**src/hdl/isa_mode_pkg.sv**
```systemverilog
// constants, types and field layout for the isa mode and recode block
package isa_mode_pkg;
  // register port map
  localparam logic [3:0] ADDR_CFG3 = 4'h0;
  localparam logic [3:0] ADDR_DBG_CTRL = 4'h4;
  localparam int CFG3_RESET_ISA_BIT = 0;
  localparam int CFG3_EXC_ISA_BIT = 16;
  localparam int DBG_ISA_BIT = 0;
  localparam logic [31:0] READ_MASK = 32'h0001_0001;
  // mode encodings and position of the mode in addresses
  localparam logic MODE_LEGACY = 1'b0;
  localparam logic MODE_COMPACT = 1'b1;
  localparam int ISA_BIT = 0;
  // edges to wait in the settle state, after the one hold edge, before straps are trusted
  localparam logic [1:0] STRAP_SETTLE = 2'h3;
  // compact size class field in the first halfword
  localparam int SIZE_LSB = 10;
  localparam logic [7:0] SHORT_CLASS = 8'h0e;
  // legacy major opcode tables, eight six-bit entries each
  localparam logic [47:0] OP_MAP16 = 48'h0000_0000_0000;
  localparam logic [47:0] OP_MAP32 = 48'h0000_0000_0000;
  localparam int OP_W = 6;
  localparam int HW = 16;
  typedef enum logic [2:0] {
    ST_HOLD = 3'b001,
    ST_SETTLE = 3'b010,
    ST_RUN = 3'b100
  } init_e;
  typedef enum logic [2:0] {
    EXC_NORMAL = 3'b001,
    EXC_DEBUG = 3'b010,
    EXC_ERROR = 3'b100
  } exc_kind_e;
  typedef struct packed {
    logic valid;
    logic [31:0] pc;
    logic isa;
  } redirect_s;
  typedef struct packed {
    logic valid;
    logic short_form;
    logic [31:0] pc;
    logic [31:0] instr;
  } decoded_s;
  typedef struct packed {
    logic valid;
    logic [31:0] value;
  } link_s;
  typedef struct packed {
    logic valid;
    exc_kind_e kind;
    logic [31:0] value;
  } save_s;
endpackage

```
**src/hdl/isa_mode_select_recode.sv**
```systemverilog
// isa mode keeper with compact to legacy fetch recoder
//
// Chosen here: the address-and-strobe port and the address map.
`timescale 1ns/10ps
module isa_mode_select_recode
  import isa_mode_pkg::*;
(
  // clock and reset
  input wire logic clk,
  input wire logic nrst,
  // strap pins
  input wire logic reset_isa_pin,
  input wire logic exc_isa_pin,
  input wire logic debug_isa_pin,
  // register port
  input wire logic [3:0] reg_addr,
  input wire logic [31:0] reg_wdata,
  input wire logic reg_wr,
  input wire logic reg_rd,
  output logic [31:0] reg_rdata,
  // fetch stream
  input wire logic fetch_valid,
  input wire logic [31:0] fetch_word,
  output logic fetch_ready,
  output decoded_s dec,
  // pipeline events
  input wire logic jal_valid,
  input wire logic jr_valid,
  input wire logic jr_link,
  input wire logic [31:0] jr_src,
  input wire logic [31:0] link_addr,
  input wire logic exc_valid,
  input wire exc_kind_e exc_kind,
  input wire logic [31:0] exc_victim_pc,
  input wire logic [31:0] exc_vector_pc,
  input wire logic eret_valid,
  input wire logic [31:0] eret_addr,
  // results
  output link_s link_wr,
  output save_s saved,
  output redirect_s redirect
);

  logic [2:0] sync_a;
  logic [2:0] sync_b;
  init_e state;
  logic [1:0] settle_cnt;
  logic run;
  logic mode;
  logic reset_isa_strap_field;
  logic exception_isa_select;
  logic debug_isa_select;
  logic next_mode;
  logic flush;
  logic [31:0] next_target;
  logic [47:0] buf_q;
  logic [1:0] count;
  logic skip;
  logic [31:0] hw_pc;
  logic [15:0] hw0;
  logic [15:0] hw1;
  logic is16;
  logic [1:0] need;
  logic can_emit;
  logic [1:0] consume;
  logic [1:0] left;
  logic accept;
  logic [47:0] next_buf;
  logic [1:0] next_count;
  logic [31:0] recoded;

  assign run = (state == ST_RUN);

  ////////////////////////////////////////////////////////////
  // strap synchronisers, first stage read only by the second
  always_ff @(posedge clk or negedge nrst) begin
    if (!nrst) begin
      sync_a <= 3'h0;
      sync_b <= 3'h0;
    end else begin
      sync_a <= {debug_isa_pin, exc_isa_pin, reset_isa_pin};
      sync_b <= sync_a;
    end
  end

  // init sequencer: straps are caught only once the sync has filled
  always_ff @(posedge clk or negedge nrst) begin
    if (!nrst) begin
      state <= ST_HOLD;
      settle_cnt <= 2'h0;
    end else begin
      case (state)
        ST_HOLD: begin
          state <= ST_SETTLE;
        end
        ST_SETTLE: begin
          settle_cnt <= settle_cnt + 2'h1;
          if (settle_cnt == STRAP_SETTLE - 2'h1) begin
            state <= ST_RUN;
          end
        end
        ST_RUN: begin
          state <= ST_RUN;
        end
        default: begin
          state <= ST_HOLD;
        end
      endcase
    end
  end

  ////////////////////////////////////////////////////////////
  // configuration fields: reset value from the pins, then exception and debug selects writable
  always_ff @(posedge clk or negedge nrst) begin
    if (!nrst) begin
      reset_isa_strap_field <= MODE_LEGACY;
      exception_isa_select <= MODE_LEGACY;
      debug_isa_select <= MODE_LEGACY;
    end else if (state == ST_SETTLE && settle_cnt == STRAP_SETTLE - 2'h1) begin
      reset_isa_strap_field <= sync_b[0];
      exception_isa_select <= sync_b[1];
      debug_isa_select <= sync_b[2];
    end else if (reg_wr && reg_addr == ADDR_CFG3) begin
      exception_isa_select <= reg_wdata[CFG3_EXC_ISA_BIT];
    end else if (reg_wr && reg_addr == ADDR_DBG_CTRL) begin
      debug_isa_select <= reg_wdata[DBG_ISA_BIT];
    end
  end

  // read data one cycle after the strobe; the mode itself is never offered
  always_ff @(posedge clk or negedge nrst) begin
    if (!nrst) begin
      reg_rdata <= 32'h0;
    end else begin
      reg_rdata <= 32'h0;
      if (reg_rd && reg_addr == ADDR_CFG3) begin
        reg_rdata[CFG3_RESET_ISA_BIT] <= reset_isa_strap_field;
        reg_rdata[CFG3_EXC_ISA_BIT] <= exception_isa_select;
      end else if (reg_rd && reg_addr == ADDR_DBG_CTRL) begin
        reg_rdata[DBG_ISA_BIT] <= debug_isa_select;
      end
    end
  end

  ////////////////////////////////////////////////////////////
  // next mode: exception entry beats return, return beats jump
  always_comb begin
    next_mode = mode;
    next_target = 32'h0;
    flush = 1'b0;
    if (run && exc_valid) begin
      flush = 1'b1;
      next_target = exc_vector_pc;
      case (exc_kind)
        EXC_DEBUG: next_mode = debug_isa_select;
        EXC_ERROR: next_mode = reset_isa_strap_field;
        default: next_mode = exception_isa_select;
      endcase
    end else if (run && eret_valid) begin
      flush = 1'b1;
      next_mode = eret_addr[ISA_BIT];
      next_target = {eret_addr[31:1], 1'b0};
    end else if (run && jr_valid) begin
      flush = 1'b1;
      next_mode = jr_src[ISA_BIT];
      next_target = {jr_src[31:1], 1'b0};
    end
  end

  // mode register, loaded at the same edge as the redirect
  always_ff @(posedge clk or negedge nrst) begin
    if (!nrst) begin
      mode <= MODE_LEGACY;
    end else if (state == ST_SETTLE && settle_cnt == STRAP_SETTLE - 2'h1) begin
      mode <= sync_b[0];
    end else begin
      mode <= next_mode;
    end
  end

  // redirect carries the new mode so the target fetches in it
  always_ff @(posedge clk or negedge nrst) begin
    if (!nrst) begin
      redirect <= '0;
    end else begin
      redirect.valid <= flush;
      redirect.pc <= next_target;
      redirect.isa <= next_mode;
    end
  end

  ////////////////////////////////////////////////////////////
  // link writes hold the mode of the calling code in bit 0
  always_ff @(posedge clk or negedge nrst) begin
    if (!nrst) begin
      link_wr <= '0;
    end else begin
      link_wr.valid <= run && (jal_valid || (jr_valid && jr_link));
      link_wr.value <= {link_addr[31:1], mode};
    end
  end

  // return address saved with the interrupted mode
  always_ff @(posedge clk or negedge nrst) begin
    if (!nrst) begin
      saved <= '{valid: 1'b0, kind: EXC_NORMAL, value: 32'h0};
    end else begin
      saved.valid <= run && exc_valid;
      saved.kind <= exc_kind;
      saved.value <= {exc_victim_pc[31:1], mode};
    end
  end

  ////////////////////////////////////////////////////////////
  // halfword queue: hw0 is the oldest, low halfword of a word first
  assign hw0 = buf_q[15:0];
  assign hw1 = buf_q[31:16];
  assign is16 = (mode == MODE_COMPACT) && SHORT_CLASS[hw0[SIZE_LSB+2:SIZE_LSB]];
  assign need = is16 ? 2'h1 : 2'h2;
  assign can_emit = run && (count >= need);
  assign consume = can_emit ? need : 2'h0;
  assign left = count - consume;
  assign accept = fetch_valid && fetch_ready;

  // recode: short forms widen their fields, long forms swap the major op
  always_comb begin
    recoded = {hw1, hw0};
    if (is16) begin
      recoded = {OP_MAP16[hw0[SIZE_LSB+2:SIZE_LSB]*OP_W +: OP_W], 2'h0, hw0[9:7], 2'h0,
                 hw0[6:4], {12{hw0[3]}}, hw0[3:0]};
    end else if (mode == MODE_COMPACT) begin
      recoded = {OP_MAP32[hw0[SIZE_LSB+2:SIZE_LSB]*OP_W +: OP_W], hw0[9:0], hw1};
    end
  end

  // queue update; a misaligned target drops the leading halfword
  always_comb begin
    next_buf = buf_q >> (HW * consume);
    next_count = left;
    if (accept && skip) begin
      next_buf = next_buf | (48'(fetch_word[31:16]) << (HW * left));
      next_count = left + 2'h1;
    end else if (accept) begin
      next_buf = next_buf | (48'(fetch_word) << (HW * left));
      next_count = left + 2'h2;
    end
  end

  // queue registers, flushed whenever the flow is redirected
  always_ff @(posedge clk or negedge nrst) begin
    if (!nrst) begin
      buf_q <= 48'h0;
      count <= 2'h0;
      skip <= 1'b0;
    end else if (flush) begin
      buf_q <= 48'h0;
      count <= 2'h0;
      skip <= next_target[1];
    end else begin
      buf_q <= next_buf;
      count <= next_count;
      if (accept) begin
        skip <= 1'b0;
      end
    end
  end

  // ready from a flop, so at most one halfword is waiting on accept
  always_ff @(posedge clk or negedge nrst) begin
    if (!nrst) begin
      fetch_ready <= 1'b0;
    end else if (flush) begin
      fetch_ready <= 1'b1;
    end else begin
      fetch_ready <= (state != ST_HOLD) && (next_count <= 2'h1);
    end
  end

  // address of the oldest queued halfword
  always_ff @(posedge clk or negedge nrst) begin
    if (!nrst) begin
      hw_pc <= 32'h0;
    end else if (flush) begin
      hw_pc <= next_target;
    end else begin
      hw_pc <= hw_pc + {29'h0, consume, 1'b0};
    end
  end

  // decoded output to the unchanged legacy pipeline
  always_ff @(posedge clk or negedge nrst) begin
    if (!nrst) begin
      dec <= '0;
    end else begin
      dec.valid <= can_emit && !flush;
      dec.short_form <= is16;
      dec.pc <= hw_pc;
      dec.instr <= recoded;
    end
  end

  ////////////////////////////////////////////////////////////
  // checks
  property p_link_mode;
    @(posedge clk) disable iff (!nrst)
      (run && jal_valid) |=> (link_wr.valid && link_wr.value[0] == $past(mode));
  endproperty
  a_link_mode: assert property (p_link_mode) else $error("link bit 0 lost the mode");

  property p_jr_mode;
    @(posedge clk) disable iff (!nrst)
      (run && jr_valid && !exc_valid && !eret_valid) |=> (mode == $past(jr_src[0]) && redirect.valid);
  endproperty
  a_jr_mode: assert property (p_jr_mode) else $error("jump did not load mode");

  property p_exc_save;
    @(posedge clk) disable iff (!nrst)
      (run && exc_valid) |=> (saved.valid && saved.value[0] == $past(mode));
  endproperty
  a_exc_save: assert property (p_exc_save) else $error("saved mode wrong");

  property p_exc_normal;
    @(posedge clk) disable iff (!nrst)
      (run && exc_valid && exc_kind == EXC_NORMAL) |=> (mode == $past(exception_isa_select));
  endproperty
  a_exc_normal: assert property (p_exc_normal) else $error("handler mode wrong");

  property p_exc_debug;
    @(posedge clk) disable iff (!nrst)
      (run && exc_valid && exc_kind == EXC_DEBUG) |=> (mode == $past(debug_isa_select));
  endproperty
  a_exc_debug: assert property (p_exc_debug) else $error("debug mode wrong");

  property p_eret;
    @(posedge clk) disable iff (!nrst)
      (run && eret_valid && !exc_valid) |=> (mode == $past(eret_addr[0]));
  endproperty
  a_eret: assert property (p_eret) else $error("return mode wrong");

  property p_redirect;
    @(posedge clk) disable iff (!nrst)
      redirect.valid |-> (redirect.isa == mode && !dec.valid && count == 2'h0);
  endproperty
  a_redirect: assert property (p_redirect) else $error("target not in new mode");

  property p_reset_mode;
    @(posedge clk) disable iff (!nrst)
      (state == ST_SETTLE) ##1 (state == ST_RUN) |-> (mode == reset_isa_strap_field);
  endproperty
  a_reset_mode: assert property (p_reset_mode) else $error("reset mode wrong");

  property p_no_mode_read;
    @(posedge clk) disable iff (!nrst)
      reg_rd |=> ((reg_rdata & ~READ_MASK) == 32'h0);
  endproperty
  a_no_mode_read: assert property (p_no_mode_read) else $error("stray read bits");

  property p_queue;
    @(posedge clk) disable iff (!nrst)
      fetch_ready |-> (count <= 2'h1);
  endproperty
  a_queue: assert property (p_queue) else $error("queue overflow");

  property p_short_legacy;
    @(posedge clk) disable iff (!nrst)
      dec.valid && dec.short_form |-> (mode == MODE_COMPACT);
  endproperty
  a_short_legacy: assert property (p_short_legacy) else $error("short form in legacy");

endmodule

```
**config.mk**
```make
export PLATFORM = sky130hd
export DESIGN_NAME = isa_mode_select_recode
export DESIGN_NICKNAME = d
export VERILOG_FILES = /design/src/hdl/isa_mode_pkg.sv /design/src/hdl/isa_mode_select_recode.sv
export SDC_FILE = /design/constraint.sdc
export NUM_CORES = 1
export LEC_CHECK = 0
export BUFFER_PORTS_ARGS = -buffer_cell sky130_fd_sc_hd__clkbuf_2
export CORE_AREA = 2 2 176 178
export CTS_CLUSTER_SIZE = 14
export DETAILED_ROUTE_END_ITERATION = 6
export DIE_AREA = 0 0 178 180
export PLACE_DENSITY = 0.75
export SLEW_MARGIN = 20
export SYNTH_ARGS = -nofsm -noshare
export SYNTH_HDL_FRONTEND = slang
export SYNTH_SLANG_ARGS = --single-unit
export TNS_END_PERCENT = 1
```
**constraint.sdc**
```tcl
create_clock -name clk -period 4.6 [get_ports clk]
set_input_delay 0.46 -clock clk [delete_from_list [all_inputs] [get_ports clk]]
set_output_delay 0.46 -clock clk [all_outputs]
set_load 0.005 [all_outputs]
```
# Word-level counts from Yosys, hierarchy flattened
# Memories as Yosys holds them, arrays and structs flattened.
# Index checks and enable logic that the tools add are counted.
[totals]
ff_bits = 270
mem_bits_ro = 8
input_bits = 244
out_inout_bits = 202
wordCells = 111
mem_count = 1
[mem_list]
columns = ["memory", "words", "width", "rd", "rd_clocked_by_memory_dff", "write_ports", "line_no", "rtl"]
rows = [
  ["(no name shown)", 8, 1, 1, 0, 0, "isa_mode_select_recode.sv:218", "assign is16 = (mode == MODE_COMPACT) && SHORT_CLASS[hw0[SIZE_LSB+2:SIZE_LSB]];"],
]
[classes]
addsub = 5
multipliers = 1
magnitude_cmp = 3
eq_ne = 10
n_shift = 4
mux = 36
bitwise = 2
n_reduce_logical = 23
[ops]
columns = ["op", "n"]
rows = [
  ["$mux 32", 6],
  ["$mux 48", 3],
  ["$or 48x48->48", 2],
  ["$shiftx 48x7->6 const A", 1],
  ["$shl 16x6->48", 1],
  ["$shl 32x6->48", 1],
  ["$shr 48x6->48", 1],
  ["$add 32x3->32", 1],
  ["$mux 1", 19],
  ["$logic_and 1x1->1", 16],
  ["$mux 2", 5],
  ["$pmux 3 s3", 1],
  ["$eq 3x2->1 const B", 2],
  ["$eq 3x3->1 const B", 2],
  ["$reduce_bool 2->1", 3],
  ["$mul 3x2->5 const B", 1],
  ["$add 2x1->2 const B", 2],
  ["$eq 4x3->1 const B", 1],
  ["$logic_not 4->1", 1],
  ["$lt 3x4->1 const B", 1],
  ["$eq 3x1->1 const B", 1],
  ["$mux 3", 1],
  ["$ne 3x1->1 const B", 1],
  ["$add 2x2->2 const B", 1],
  ["10 further kinds", 10],
]

# Depth between registers and ports, before layout
[depth]
depth_word = 14
depth_mapped = 19
mapped_depth_nobuf = 15

# Least setup slack after synthesis
# Ideal clock, no wire load.
[synth_timing]
path_type = "reg2reg"
startpoint = "register buf_q[12]"
endpoint = "register hw_pc[28]"
setup_ns = 0.118
arrival_ns = 4.090
t_required_ns = 4.482
path_slack_ns = 0.392
path_stages_with_launch = 20
path_buffers = 4
period_less_slack_ns = 4.208
cell_sequence = "dfrtp_1 -> o21ba_2 -> nand2_1 -> clkinv_1 -> buf_1 -> ha_1 -> nand2b_1 -> a21o_1 -> nand2_1 -> clkbuf_1 -> clkbuf_1 -> nor2_1 -> ha_1 -> a21o_1 -> and3_1 -> clkbuf_1 -> nand4_1 -> nor3_1 -> xor2_1 -> a21o_1"
[synth_between]
elab_chain_len = 9
[synth_rtl]
columns = ["element", "line_no", "rtl"]
rows = [
  ["from (decl)", "isa_mode_select_recode.sv:56", "logic [47:0] buf_q;"],
  ["from (signal assigned)", "isa_mode_select_recode.sv:260", "buf_q <= next_buf;"],
  ["$mem_v2 8x1 *", "--", ""],
  ["$mux 1 (not written as such) *", "isa_mode_select_recode.sv:218", ""],
  ["$logic_and 1x1->1 *", "isa_mode_select_recode.sv:218", ""],
  ["named net is16", "isa_mode_select_recode.sv:62", "logic is16;"],
  ["$mux 2 *", "isa_mode_select_recode.sv:219", "assign need = is16 ? 2'h1 : 2'h2;"],
  ["$ge 2x2->1", "isa_mode_select_recode.sv:220", "assign can_emit = run && (count >= need);"],
  ["$logic_and 1x1->1", "isa_mode_select_recode.sv:220", ""],
  ["$mux 2 *", "isa_mode_select_recode.sv:221", "assign consume = can_emit ? need : 2'h0;"],
  ["$add 32x3->32 *", "isa_mode_select_recode.sv:286", "hw_pc <= hw_pc + {29'h0, consume, 1'b0};"],
  ["$mux 32 *", "isa_mode_select_recode.sv:283", "end else if (flush) begin"],
  ["to (signal assigned)", "isa_mode_select_recode.sv:284", "hw_pc <= next_target;"],
  ["to (signal assigned)", "isa_mode_select_recode.sv:286", ""],
  ["to (decl)", "isa_mode_select_recode.sv:59", "logic [31:0] hw_pc;"],
]
# The timed path passes the listed nets; every way through them passes the cells marked *. The select of a mux whose other input is x is not followed.
# A chain may end at the register's enable or synchronous reset.

# Final worst setup path
[layout_timing]
startpoint = "register buf_q[10]"
endpoint = "register hw_pc[31]"
[layout_between]
elab_chain_len = 9
[layout_rtl]
columns = ["element", "line_no"]
rows = [
  ["$mem_v2 8x1 *", "--"],
  ["$mux 1 (not written as such) *", "isa_mode_select_recode.sv:218"],
  ["$logic_and 1x1->1 *", "isa_mode_select_recode.sv:218"],
  ["$mux 2 *", "isa_mode_select_recode.sv:219"],
  ["$ge 2x2->1", "isa_mode_select_recode.sv:220"],
  ["$logic_and 1x1->1", "isa_mode_select_recode.sv:220"],
  ["$mux 2 *", "isa_mode_select_recode.sv:221"],
  ["$add 32x3->32 *", "isa_mode_select_recode.sv:286"],
  ["$mux 32 *", "isa_mode_select_recode.sv:283"],
]
# Every way passes the cells marked *; elsewhere a longest branch is shown, timed or not. The select of a mux whose other input is x is not followed.

==> flow_metrics.tcl <==
set metrics [dict create \
    cp_num_buf_inv 1 \
    num_io_pins 446 \
    avgRoutedWirePerCell_microns 17.91 \
    core-area_sq_mm 0.03019 \
    cts_root_buf "clkbuf_16" \
    stdcell_count 1806 \
    internal_power_w 0.004202 \
    finalWirelength_microns 32350 \
    multi_input_area_sq_mm 0.003989 \
    path_common_cell "ha_1" \
    powerDensity_mw_per_mm2 378.5 \
    vias 9461 \
    synth-adder-area-share 0.007405 \
    ir_drop_mv 0.2668 \
    worstMarginPinSlew_ps 1016 \
    finalSetupViolCount 0 \
    drtIter0Drc 811 \
    seqPwrFrac 0.464 \
    insertion_delay_ps 540 \
    synth_edf_count 0 \
    finalCriticalPeriod_ps 3669 \
    synthCells 990 \
    dieWidth_microns 178 \
    combPwrFrac 0.108 \
    drtAntennaViolNets 0 \
    finalMaxSlewViolations 0 \
    synth.area.top_cells "dfrtp_1 60%, nand2_1 3.7%, a21oi_1 2.6%, o21ai_0 2.2%, buf_4 2.2%" \
    grt_pass1_wl_microns 50510 \
    hold_viol 0 \
    pre_cts_ws_ps 909.8 \
    yosysUniqueCellTypes 61 \
    grt_overflow_total 0 \
    place_congestion 0.8498 \
    grt_usage 0.1972 \
    rsz0062_at_grt "false" \
    skew_ps 14.16 \
    layout-drive-gt1-share 0.3532 \
    placed_cells 1726 \
    violations "DRC" \
    synth_top_family_by_area "compound AO/OA/AOI/OAI gates" \
    synth_top_area_frac 0.5991 \
    crit_arrival_ps 4090 \
    finalNetCount 1638 \
    seq_area_sq_mm 0.006734 \
    grt_pass1_vias 9368 \
    synth-compound-area-share 0.1838 \
    synth_xor_area_frac 0.02435 \
    drt_first_pass_iters 7 \
    clock_sinks 269 \
    cp_slowest_cell "a21oi_1" \
    htreeDepth 1 \
    syn_to_final_growth_pct 31.41 \
    start_kind "flip-flop" \
    fmax_ghz 0.2726 \
    cts_buffer_depth 3 \
    cp.required_ps 5020 \
    leakage_nw 7.263 \
    cts_buffers 28 \
    cp_cell_sequence "o21ba_2 > nand2_1 > clkinv_1 > ha_1 > nand2b_1 > a21oi_1 > nor2_1 > ha_1 > fa_1 > and3_1 > nand4_1 > nor3_1 > xor2_1 > a21o_1" \
    max_slew_margin 0.3220 \
    avgSynthCellArea_sq_um 11.26 \
    criticalPathCategory "reg -> reg" \
    postLayoutCoreUtil 0.4855 \
    status "finished with violations" \
    ys_seq_elements 269 \
    yosysTopAreaCell "dfrtp_1" \
    ys_seq_area_frac 0.6038 \
    cts.clk_slew.worst_paths_ps 60 \
    port_buffers 383 \
    power_frac_clock 0.428 \
    async_flop_share 1.000 \
    dp.final_hpwl_microns 22630 \
    period_share 0.7975 \
    grt_max_degree 101 \
    endpoint_kind "flip-flop" \
    placementRows 64 \
    n_fill_cell 2708 \
    crit_fanout 6 \
    synth_ff_type "dfrtp_1" \
    syn_area_sq_mm 0.01115 \
    antenna_found_initial 0 \
    max_stage_delay_ps 470 \
    cap_violations 0 \
    start_util 0.3694 \
    total_power_w 0.005546 \
    fin_tns_setup_ps 0 \
    dieHeight_microns 180 \
    worst_slack_ps 931.5 \
    die_area_sq_mm 0.03204 \
    switchingPower_w 0.001344 \
    crit_family "adder cells" \
    num_antenna_cells 0 \
    vias_per_cell 5.239 \
    yosys.area_share.simple 0.1204 \
    swShare 0.2424 \
    route.detailed.drc 2 \
    cts_tree "yes" \
    synthMuxAreaShare 0.01055 \
    hp-class "in -> reg" \
    yosysWarningCount 0 \
]
## cell usage after synthesis (3+ instances only)
| master | n |
|---|---|
| a21bo_2 | 16 |
| a21o_1 | 30 |
| a21oi_1 | 59 |
| a221o_1 | 11 |
| a221oi_1 | 16 |
| a22o_1 | 4 |
| a22oi_1 | 31 |
| a32oi_1 | 22 |
| a32oi_2 | 4 |
| and3_1 | 32 |
| buf_1 | 3 |
| buf_2 | 8 |
| buf_4 | 33 |
| clkbuf_1 | 48 |
| dfrtp_1 | 267 |
| ha_1 | 5 |
| inv_1 | 11 |
| mux2_2 | 6 |
| mux2i_1 | 5 |
| nand2_1 | 110 |
| nand2b_1 | 5 |
| nand3_1 | 48 |
| nand4_1 | 8 |
| nor2_1 | 28 |
| nor2b_1 | 10 |
| nor3_1 | 8 |
| nor3_4 | 3 |
| o21ai_0 | 50 |
| o21ai_1 | 10 |
| o21bai_1 | 5 |
| o22ai_1 | 26 |
| xnor2_1 | 21 |
| xor2_1 | 10 |
## layer usage
metal / GRT usage / up-vias / routed length, microns
li1: - / 4293 / -
met1: 0.2556 / 4557 / 12660
met2: 0.3340 / 554 / 15680
met3: 0.04442 / 57 / 3407
met4: 0.04754 / 0 / 603
met5: 0 / - / 0
## worst paths after layout
| check | startpoint | end | slack (ps) | cells past startpoint |
|---|---|---|---|---|
| worst max register to register | buf_q[10] | hw_pc[31] | 930 | 14 |
| worst max-delay path | buf_q[10] | hw_pc[31] | 930 | 14 |
| min in group asynchronous | nrst | saved[20] | 510 | 2 |
| worst min-delay path | debug_isa_pin | sync_a[2] | 20 | 1 |
| max in group asynchronous | nrst | buf_q[15] | 3040 | 3 |
| worst min register to register | sync_a[1] | sync_b[1] | 350 | 0 |
## power by group through the flow
stage               Combinational [W]  Sequential, W  Clock [W]
floorplan                    0.000255        0.00261          0
global placement             0.000566        0.00261          0
detailed placement           0.000576        0.00262          0
CTS                          0.000596        0.00257    0.00243
global route                 0.000659        0.00259    0.00253
finish                       0.000597        0.00257    0.00238
## timing repair
item	4_1_cts	5_1_grt
hold endpoints to repair	121	2
resized for setup	0	0
setup buffers	0	0
hold buffers	25	2
## state kept, by name, summed over array words and instances, names as in the netlist, 3 cells and up
| signal | count |
|---|---|
| dec | 66 |
| sync_b | 3 |
| redirect | 34 |
| buf_q | 48 |
| sync_a | 3 |
| link_wr | 32 |
| saved | 36 |
| state | 3 |
| hw_pc | 32 |
## area by class of cell
class / instances / area share
Clock buffer: 40 / 0.05780
Clock inverter: 12 / 0.009989
Inverter: 13 / 0.003330
Multi-Input combinational cell: 643 / 0.2722
Sequential cell: 269 / 0.4595
Tap cell: 396 / 0.03381
Timing Repair Buffer: 433 / 0.1634
## kinds of logic after synthesis
logic type / Yosys count
flip-flops: 269
AND/OR/NAND/NOR: 270
multiplexers: 11
other: 1
AO/OA/AOI/OAI: 295
buffers and inverters: 107
XOR/XNOR: 31
adder cells (fa/ha/maj): 6
## layout by cell type (no fill, tap or decap), drive strengths merged, types with 5 or more instances in the layout
| cell type | netlist | final |
|---|---|---|
| and3 | 32 | 32 |
| conb | 1 | 30 |
| nand4 | 8 | 8 |
| a22oi | 31 | 31 |
| dfrtp | 267 | 267 |
| o21ai | 61 | 61 |
| nand3 | 48 | 48 |
| o21bai | 5 | 5 |
| clkbuf | 48 | 422 |
| a21bo | 16 | 16 |
| a32oi | 26 | 26 |
| nand2b | 5 | 5 |
| a221o | 11 | 11 |
| o22ai | 26 | 26 |
| a221oi | 16 | 16 |
| ha | 5 | 5 |
| a21o | 30 | 30 |
| nor3 | 11 | 11 |
| xnor2 | 21 | 21 |
| inv | 11 | 12 |
| mux2 | 6 | 6 |
| mux2i | 5 | 5 |
| buf | 46 | 24 |
| a21oi | 60 | 60 |
| xor2 | 10 | 10 |
| nand2 | 110 | 110 |
| nor2b | 10 | 10 |
| dlygate4sd3 | 0 | 27 |
| clkinv | 2 | 7 |
| nor2 | 29 | 29 |
## through the flow
| stage | instance area, sq um | hold slack [ps] |
|---|---|---|
| detailed placement | 13370 | 341.1 |
| global placement | 13370 | 336.0 |
| floorplan | 11260 | 164.4 |
| finish | 14660 | 20.72 |
| CTS | 14620 | 0.1461 |
| global route | 14660 | 0.3775 |
No activity file was read; power rests on OpenSTA's default activity.
